### src/core/lvdc_pkg.sv
/*
   Constants for the supply monitor control block: register offsets,
   field positions, reset values and the summary of operation.
   Assumes a single 25 MHz bus clock and an 8-bit register port.
*/
// Summary of operation
// - Undervoltage events are recognised only while detect enable is set.
// - In stop mode detection is off unless the stop enable bit is set.
// - After power-on reset the system stays in reset while supply is low.
// - A power-on reset sets both power-on and low-voltage cause flags.
// - With reset enable set, a detected low supply forces system reset.
// - A low-voltage reset holds until supply recovers, then sets its cause.
// - With detect and irq enable set and reset enable clear, flag and irq.
// - The flag reads at bit 7 and reports only while detection is enabled.
// - Writing 1 to bit 6 clears the flag unless an event sets it in the same cycle; bit 6 always reads as zero.
// - Bit 5 set requests an interrupt whenever the flag is set.
// - Bit 4 is write-once reset enable, effective only with detection on.
// - Bit 3 is a read/write stop-mode detection enable.
// - Bit 2 is write-once detect enable and qualifies bits 7, 4 and 3.
// - Bit 0 enables the reference buffer of the analog comparator.
// - Write-once bits accept the first write after reset only.
package lvdc_pkg;
   localparam logic [3:0] OFS_SMSC     = 4'h0;
   localparam logic [3:0] OFS_CAUSE    = 4'h1;
   localparam int         BIT_FLAG     = 7;
   localparam int         BIT_ACK      = 6;
   localparam int         BIT_IRQEN    = 5;
   localparam int         BIT_RSTEN    = 4;
   localparam int         BIT_STOPEN   = 3;
   localparam int         BIT_DETEN    = 2;
   localparam int         BIT_REFBUF   = 0;
   localparam int         CAUSE_LV     = 1;
   localparam int         CAUSE_POR    = 7;
   localparam logic [7:0] SMSC_RST     = 8'h00;
   localparam logic [7:0] ZERO8        = 8'h00;
endpackage

### src/core/lvdc_core.sv
/*
   Supply monitor control: flag, interrupt, reset hold and cause bits.
   Assumes detector levels arrive asynchronously and are synchronised
   here; rst is a synchronous system reset that this block may request.
*/
`timescale 1ns/10ps
module lvdc_core
(
   input  wire logic       ref_clk,
   input  wire logic       rst,
   input  wire logic       clkEn,
   input  wire logic [3:0] regAddr,
   input  wire logic [7:0] regWrData,
   input  wire logic       regWr,
   input  wire logic       regRd,
   output logic      [7:0] regRdData,
   input  wire logic       porActive,
   input  wire logic       supplyLow,
   input  wire logic       stopMode,
   output logic            sysResetReq,
   output logic            undervoltageIrq,
   output logic            referenceBufferEnable,
   output logic            detectorActive
);
   // ---------------------------------------------
   // Input synchronisers
   // ---------------------------------------------
   logic [1:0] porSync_ff;
   logic [1:0] lowSync_ff;
   logic       porS;
   logic       lowS;
   always_ff @(posedge ref_clk)
   begin
      if (clkEn)
      begin
         porSync_ff <= {porSync_ff[0], porActive};
         lowSync_ff <= {lowSync_ff[0], supplyLow};
      end
   end
   assign porS = porSync_ff[1];
   assign lowS = lowSync_ff[1];

   // ---------------------------------------------
   // Control register
   // ---------------------------------------------
   logic irqEn_ff;
   logic rstEn_ff;
   logic stopEn_ff;
   logic detEn_ff;
   logic refBuf_ff;
   logic rstEnLocked_ff;
   logic detEnLocked_ff;
   logic flag_ff;
   logic wrCtl;
   logic detecting;
   logic lowEvent;
   assign wrCtl = regWr && (regAddr == lvdc_pkg::OFS_SMSC);

   always_ff @(posedge ref_clk)
   begin
      if (rst)
      begin
         irqEn_ff  <= 1'b0;
         stopEn_ff <= 1'b0;
         refBuf_ff <= 1'b0;
      end
      else if (clkEn && wrCtl)
      begin
         irqEn_ff  <= regWrData[lvdc_pkg::BIT_IRQEN];
         stopEn_ff <= regWrData[lvdc_pkg::BIT_STOPEN];
         refBuf_ff <= regWrData[lvdc_pkg::BIT_REFBUF];
      end
   end

   always_ff @(posedge ref_clk)
   begin
      if (rst)
      begin
         rstEn_ff       <= 1'b0;
         detEn_ff       <= 1'b0;
         rstEnLocked_ff <= 1'b0;
         detEnLocked_ff <= 1'b0;
      end
      else if (clkEn && wrCtl)
      begin
         rstEnLocked_ff <= 1'b1;
         detEnLocked_ff <= 1'b1;
         if (!rstEnLocked_ff)
            rstEn_ff <= regWrData[lvdc_pkg::BIT_RSTEN];
         if (!detEnLocked_ff)
            detEn_ff <= regWrData[lvdc_pkg::BIT_DETEN];
      end
   end

   // ---------------------------------------------
   // Detection and flag
   // ---------------------------------------------
   assign detecting = detEn_ff && (!stopMode || stopEn_ff);
   assign lowEvent  = detecting && lowS;

   always_ff @(posedge ref_clk)
   begin
      if (rst)
         flag_ff <= 1'b0;
      else if (clkEn)
      begin
         if (lowEvent && !rstEn_ff)
            flag_ff <= 1'b1;
         else if (wrCtl && regWrData[lvdc_pkg::BIT_ACK])
            flag_ff <= 1'b0;
      end
   end

   // ---------------------------------------------
   // Reset request and cause flags
   // ---------------------------------------------
   logic holdPor_ff;
   logic holdLv_ff;
   logic causePor_ff;
   logic causeLv_ff;
   logic wrCause;
   assign wrCause = regWr && (regAddr == lvdc_pkg::OFS_CAUSE);

   // Holds survive rst since they produce it
   always_ff @(posedge ref_clk)
   begin
      if (clkEn)
      begin
         if (porS)
            holdPor_ff <= 1'b1;
         else if (!lowS)
            holdPor_ff <= 1'b0;
         if (porS)
            holdLv_ff <= 1'b0;
         else if (lowEvent && rstEn_ff)
            holdLv_ff <= 1'b1;
         else if (!lowS)
            holdLv_ff <= 1'b0;
      end
   end

   always_ff @(posedge ref_clk)
   begin
      if (clkEn)
      begin
         if (porS)
         begin
            causePor_ff <= 1'b1;
            causeLv_ff  <= 1'b1;
         end
         else if (holdLv_ff && !lowS)
         begin
            causePor_ff <= 1'b0;
            causeLv_ff  <= 1'b1;
         end
         else if (wrCause)
         begin
            causePor_ff <= 1'b0;
            causeLv_ff  <= 1'b0;
         end
      end
   end

   assign sysResetReq           = porS || holdPor_ff || holdLv_ff;
   assign undervoltageIrq       = flag_ff && irqEn_ff;
   assign referenceBufferEnable = refBuf_ff;
   assign detectorActive        = detecting;

   // ---------------------------------------------
   // Read port
   // ---------------------------------------------
   logic [7:0] nxt_rd;
   always_comb
   begin
      nxt_rd = lvdc_pkg::ZERO8;
      if (regAddr == lvdc_pkg::OFS_SMSC)
      begin
         nxt_rd[lvdc_pkg::BIT_FLAG]   = flag_ff && detEn_ff;
         nxt_rd[lvdc_pkg::BIT_IRQEN]  = irqEn_ff;
         nxt_rd[lvdc_pkg::BIT_RSTEN]  = rstEn_ff;
         nxt_rd[lvdc_pkg::BIT_STOPEN] = stopEn_ff;
         nxt_rd[lvdc_pkg::BIT_DETEN]  = detEn_ff;
         nxt_rd[lvdc_pkg::BIT_REFBUF] = refBuf_ff;
      end
      else if (regAddr == lvdc_pkg::OFS_CAUSE)
      begin
         nxt_rd[lvdc_pkg::CAUSE_POR] = causePor_ff;
         nxt_rd[lvdc_pkg::CAUSE_LV]  = causeLv_ff;
      end
   end

   always_ff @(posedge ref_clk)
   begin
      if (rst)
         regRdData <= lvdc_pkg::SMSC_RST;
      else if (clkEn && regRd)
         regRdData <= nxt_rd;
   end

   // ---------------------------------------------
   // Checks
   // ---------------------------------------------
   chk_ack_reads_zero: assert property (@(posedge ref_clk) disable iff (rst)
      clkEn && regRd |=> !regRdData[lvdc_pkg::BIT_ACK])
      else $error("ack bit read as one");
   chk_irq_follows_flag: assert property (@(posedge ref_clk)
      undervoltageIrq == (flag_ff && irqEn_ff))
      else $error("irq not tied to flag");
   chk_no_event_off: assert property (@(posedge ref_clk) disable iff (rst)
      clkEn && !detEn_ff && !flag_ff |=> !flag_ff)
      else $error("flag set while detection off");
   chk_stop_gate: assert property (@(posedge ref_clk)
      stopMode && !stopEn_ff |-> !detectorActive)
      else $error("detection active in stop");
   chk_lv_reset: assert property (@(posedge ref_clk) disable iff (rst)
      clkEn && lowEvent && rstEn_ff |=> sysResetReq)
      else $error("no reset on low supply");
   chk_por_hold: assert property (@(posedge ref_clk)
      clkEn && porS ##1 clkEn && lowS |=> sysResetReq)
      else $error("reset released while supply low");
   chk_por_cause: assert property (@(posedge ref_clk)
      clkEn && porS |=> causePor_ff && causeLv_ff)
      else $error("cause flags not set by power-on");
   chk_flag_set: assert property (@(posedge ref_clk) disable iff (rst)
      clkEn && lowEvent && !rstEn_ff |=> flag_ff)
      else $error("flag not set on event");
   chk_ack_clears: assert property (@(posedge ref_clk) disable iff (rst)
      clkEn && wrCtl && regWrData[lvdc_pkg::BIT_ACK] && !lowEvent
      |=> !flag_ff)
      else $error("flag not cleared by ack");
   chk_rsten_locked: assert property (@(posedge ref_clk) disable iff (rst)
      clkEn && wrCtl && rstEnLocked_ff |=> $stable(rstEn_ff))
      else $error("reset enable written twice");
   chk_deten_locked: assert property (@(posedge ref_clk) disable iff (rst)
      clkEn && wrCtl && detEnLocked_ff |=> $stable(detEn_ff))
      else $error("detect enable written twice");
   chk_flag_masked: assert property (@(posedge ref_clk) disable iff (rst)
      clkEn && regRd && !detEn_ff && (regAddr == lvdc_pkg::OFS_SMSC)
      |=> !regRdData[lvdc_pkg::BIT_FLAG])
      else $error("flag read while detection off");
   chk_lv_cause: assert property (@(posedge ref_clk)
      clkEn && holdLv_ff && !lowS && !porS |=> causeLv_ff)
      else $error("low voltage cause not set");
endmodule

### config.mk
export PLATFORM = sky130hd
export DESIGN_NAME = lvdc_core
export DESIGN_NICKNAME = d
export VERILOG_FILES = /design/src/core/lvdc_pkg.sv /design/src/core/lvdc_core.sv
export SDC_FILE = /design/constraint.sdc
export NUM_CORES = 1
export LEC_CHECK = 0
export ABC_CLOCK_PERIOD_IN_PS = 2260
export BUFFER_PORTS_ARGS = -buffer_cell sky130_fd_sc_hd__buf_2
export CORE_MARGIN = 5
export CORE_UTILIZATION = 25
export DETAILED_ROUTE_END_ITERATION = 12
export HOLD_SLACK_MARGIN = 0.02
export PLACE_DENSITY = 0.5
export RECOVER_POWER = 50
export SYNTH_ARGS = -nofsm -noshare
export SYNTH_HDL_FRONTEND = slang
export SYNTH_SLANG_ARGS = --single-unit
### constraint.sdc
create_clock -name ref_clk -period 2.26 [get_ports ref_clk]
set_input_delay 0.113 -clock ref_clk [delete_from_list [all_inputs] [get_ports ref_clk]]
set_output_delay 0.113 -clock ref_clk [all_outputs]
set_load 0.01 [all_outputs]
# Word level (Yosys, flattened, before mapping)
# Cells that the tools add are included.
# totals
mem_bits_ro,0
wordCells,57
n_memories,0
inputBits,20
latchBits,0
mem_bits_rw,0
reg_bits,22
out_inout_bits,12
# op_classes
bitwise,1
muxes,12
addsub,0
div,0
n_eq_ne,3
order_cmp,0
n_shift,0
reduce_logical,27
multipliers,0
# op_table
operator,n
$logic_and 1x1->1,12
$mux 1,11
$reduce_and 2->1,5
$eq 4x1->1 const B,1
$logic_not 4->1,1
$mux 4,1
$logic_not 1->1,3
$logic_or 1x1->1,3
$ne 3x2->1 const B,1
$reduce_bool 3->1,1
$ne 2x2->1 const B,1
$reduce_bool 2->1,1
$reduce_or 2->1,1
$not 1->1,1

# Logic depth before layout (Yosys ltp)
# logic_depth
depth_word,7
depth_mapped,4

# Least setup slack after synthesis
# Ideal clock, no wire load.
# synth_path
kind,reg-to-reg
start,reg porSync_ff[1]
end,reg causeLv_ff (enable)
period_less_slack_ps,1060
setup_ps,250
path_buffers,0
stages_incl_launch_ff,3
slack_ps,1200
t_arrival_ps,810
path_cell_list,edfxtp_1 a21o_1 a32o_1
# synth_between
elab_chain_len,2
# synth_lines
item,line_no,text
start: declaration,lvdc_core.sv:28,logic [1:0] porSync_ff;
start signal: assignment,lvdc_core.sv:36,"porSync_ff <= {porSync_ff[0], porActive};"
$reduce_bool 3->1 (no line),-,
$reduce_and 2->1 (no line),-,
end signal: assignment,lvdc_core.sv:149,causeLv_ff <= 1'b1;
end signal: assignment,lvdc_core.sv:154,causeLv_ff <= 1'b1;
end signal: assignment,lvdc_core.sv:159,causeLv_ff <= 1'b0;
end: declaration,lvdc_core.sv:120,logic causeLv_ff;
# No other way between the ends.
# A chain may end at the register's enable or synchronous reset.

# Worst setup path in the final report
# layout_path
start,reg porSync_ff[1]
end,out sysResetReq
# layout_between
elab_chain_len,2
# layout_lines
item,line_no,text
$logic_or 1x1->1 (2 in series),lvdc_core.sv:164,assign sysResetReq = porS || holdPor_ff || holdLv_ff;
end: declaration,lvdc_core.sv:20,"output logic sysResetReq,"
# No other way between the ends.

==> summary.txt <==
Starting Density - 0.259
Top Family by Delay on Critical Path - flip-flops
Worst Hold Launch - supplyLow
Setup Crit Path Kind - reg2out
Reg clk slew, reported paths - 70 ps
RSZ-0062 raised after global routing - no
Synth Instances - 89
CP max-delay cell - edfxtp_1
Root Driver - clkbuf_8
GR Util All Layers - 0.0791
Yosys warns - 0
CTS buffer count - 3
WP depth - 2
Hpwl dp - 1580 µm
Wirelength, routed - 2020 µm
Fin crit period - 1330 ps
Hold slack - 31.5 ps
Detailed Routing Iterations Pass 1 - 4
Largest net degree at the start of global routing - 22
Synth top cells by count - dfxtp_1, nand2b_1, edfxtp_1, nand2_1
Buffers & Inverters on Critical Path - 1
Die height - 71.8 µm
Sequential share of the synthesized area - 0.545
Clock latency on the worst-skew pair - 260 ps
Ant. Diodes - 0
Crit-path max FO - 6
Reg2reg end - causeLv_ff
Mapped Avg Cell Area - 10.7 µm²
Nets - 138
Routed length per instance - 12.2 µm
RD Place Congestion - 0.741
Setup TNS - 0 ps
Critical path required time - 2150 ps
Die Wd - 71.8 µm
EDFF count, synth - 8
Slowest stage delay, CP - 460 ps
Setup crit start - porSync_ff[1]
Placed cells - 160
DRT antenna net count - 0
Ratio of cells with drive above 1 in the final layout - 0.214
Placed Area - 1130 µm²
Final Cycle Share - 0.589
Final Hold Viols - 0
FMAX - 751 MHz
Slew @ Worst Pin - 652 ps
Synth Register Bits - 22
Power Density - 641 nW/µm²
Routed vias - 720
Leakage power - 0.439 nW
Area growth syn-to-layout - 23.9%
Initial antenna violation count - 0
FFs w/ async S/R, synth - 0
Count of cell types in the netlist - 31
Netlist Area Pre-Place - 955 µm²
MaxCap Viol Count - 0
Min-delay worst type - in2reg
Initial drt markers - 11
Crit path cell chain - or3_1 > buf_2
First-pass GRT wire length - 3220 µm
CTS tree - done
Mapped Nets - 109
I/O pin count - 32
Slew headroom - 0.565
Non-Filler Cell Area, Final - 1180 µm²
Area contributors post-synth - dfxtp_1, edfxtp_1, nand2b_1, mux2i_1, nand4_1
Clk buf depth - 2
Reg2Reg Depth - 2
Main synth FF type - dfxtp_1
Reg-to-Reg Start - porSync_ff[1]
Post-Layout Cell Count - 165
Row count - 22
DR DRC count - 0
Worst Setup EP - sysResetReq
Via density - 4.36
Total grt overflow - 0
Setup Skew - 5.88 ps
Die area - 5150 µm²
H-tree Lvls - 1
Count leader, synth - dfxtp_1
IO buf count - 28
Core area - 3690 µm²
Max IR drop VDD - 0.379 mV
Synth area leader - dfxtp_1
Resized Gates After CTS - 0
Nature of the critical path startpoint - flop
Critical Path End Type - output pin
Top cell type's share of synthesized area - 0.294
Reg-to-reg slack, setup - 1140 ps
Outcome - complete, no violations
Clock sinks - 22
Slew Limit Fails - 0
# setup viols final - 0
Crit path DAT - 1220 ps
Vias in the first global route - 717
==> placed cells by master (no fill, tap or decap), types with 2 or more instances in the layout <==
master	instances
and2_1	3
nand4_1	5
nor2_1	2
edfxtp_1	8
inv_1	4
nand2b_1	10
clkbuf_8	4
a21oi_1	5
dfxtp_1	14
o21a_1	2
clkbuf_1	8
nand2_1	8
a32o_1	2
mux2i_1	5
buf_2	20
==> how the worst min path moves through the flow <==
stage / depth (start not counted) / endpoint
2_1_floorplan: 0 / lowSync_ff[0]
3_3_place_gp: 1 / porSync_ff[0]
3_5_place_dp: 1 / lowSync_ff[0]
4_1_cts: 1 / lowSync_ff[0]
5_1_grt: 1 / lowSync_ff[0]
6_report: 1 / lowSync_ff[0]
==> power by group <==
part | total [W] | leakage [nW] | switching [W] | internal, W
combinational | 0.0000552 | 0.220 | 0.0000312 | 0.0000239
sequential | 0.000427 | 0.190 | 0.00000476 | 0.000422
clock | 0.000276 | 0.0288 | 0.000121 | 0.000155
total | 0.000758 | 0.439 | 0.000157 | 0.000601
==> per-stage QoR <==
step	worst slack [ps]	util	total power [W]
final	928	0.321	0.000758
after detailed placement	992	0.306	0.000491
after CTS	906	0.321	0.000767
after floorplan	1200	-	0.000464
after global routing	845	0.321	0.000794
after global placement	995	0.306	0.000489
==> flip-flops by register name (all words and copies together), names as in the netlist <==
| name | flops |
|---|---|
| regRdData | 7 |
| lowSync_ff | 2 |
| porSync_ff | 2 |
| causeLv_ff | 1 |
| causePor_ff | 1 |
| detEnLocked_ff | 1 |
| detEn_ff | 1 |
| flag_ff | 1 |
| holdLv_ff | 1 |
| holdPor_ff | 1 |
| irqEn_ff | 1 |
| referenceBufferEnable | 1 |
| rstEn_ff | 1 |
| stopEn_ff | 1 |
==> logic make-up (layout without fill, tap and decap cells) <==
| kind of cell | count (synthesis) | in the layout | share of synthesized area |
|---|---|---|---|
| other | 1 | 1 | 0.00393 |
| flip-flops | 22 | 22 | 0.545 |
| multiplexers | 5 | 5 | 0.0524 |
| AO/OA/AOI/OAI | 17 | 17 | 0.131 |
| buffers and inverters | 9 | 37 | 0.0445 |
| AND/OR/NAND/NOR | 35 | 35 | 0.223 |
==> routing by layer <==
layer | GRT usage | part of all wire | vias to the layer above
met3 | 0.0365 | 0.071 | 2
met4 | 0.0125 | 0.0054 | 0
met2 | 0.121 | 0.44 | 20
met5 | 0 | 0 | -
met1 | 0.103 | 0.48 | 326
li1 | - | - | 372
==> final cells by class <==
cell class / instances / area [µm²]
Clock buffer: 4 / 55.1
Fill cell: 413 / 2510
Inverter: 4 / 15.0
Multi-Input combinational cell: 58 / 392
Sequential cell: 22 / 520
Tap cell: 48 / 60.1
Timing Repair Buffer: 29 / 140
==> timing repair <==
item	CTS	global route
setup buffers	0	0
endpoints found under the hold margin	0	1
hold buffers	0	1
No activity file was read; power rests on OpenSTA's default activity.
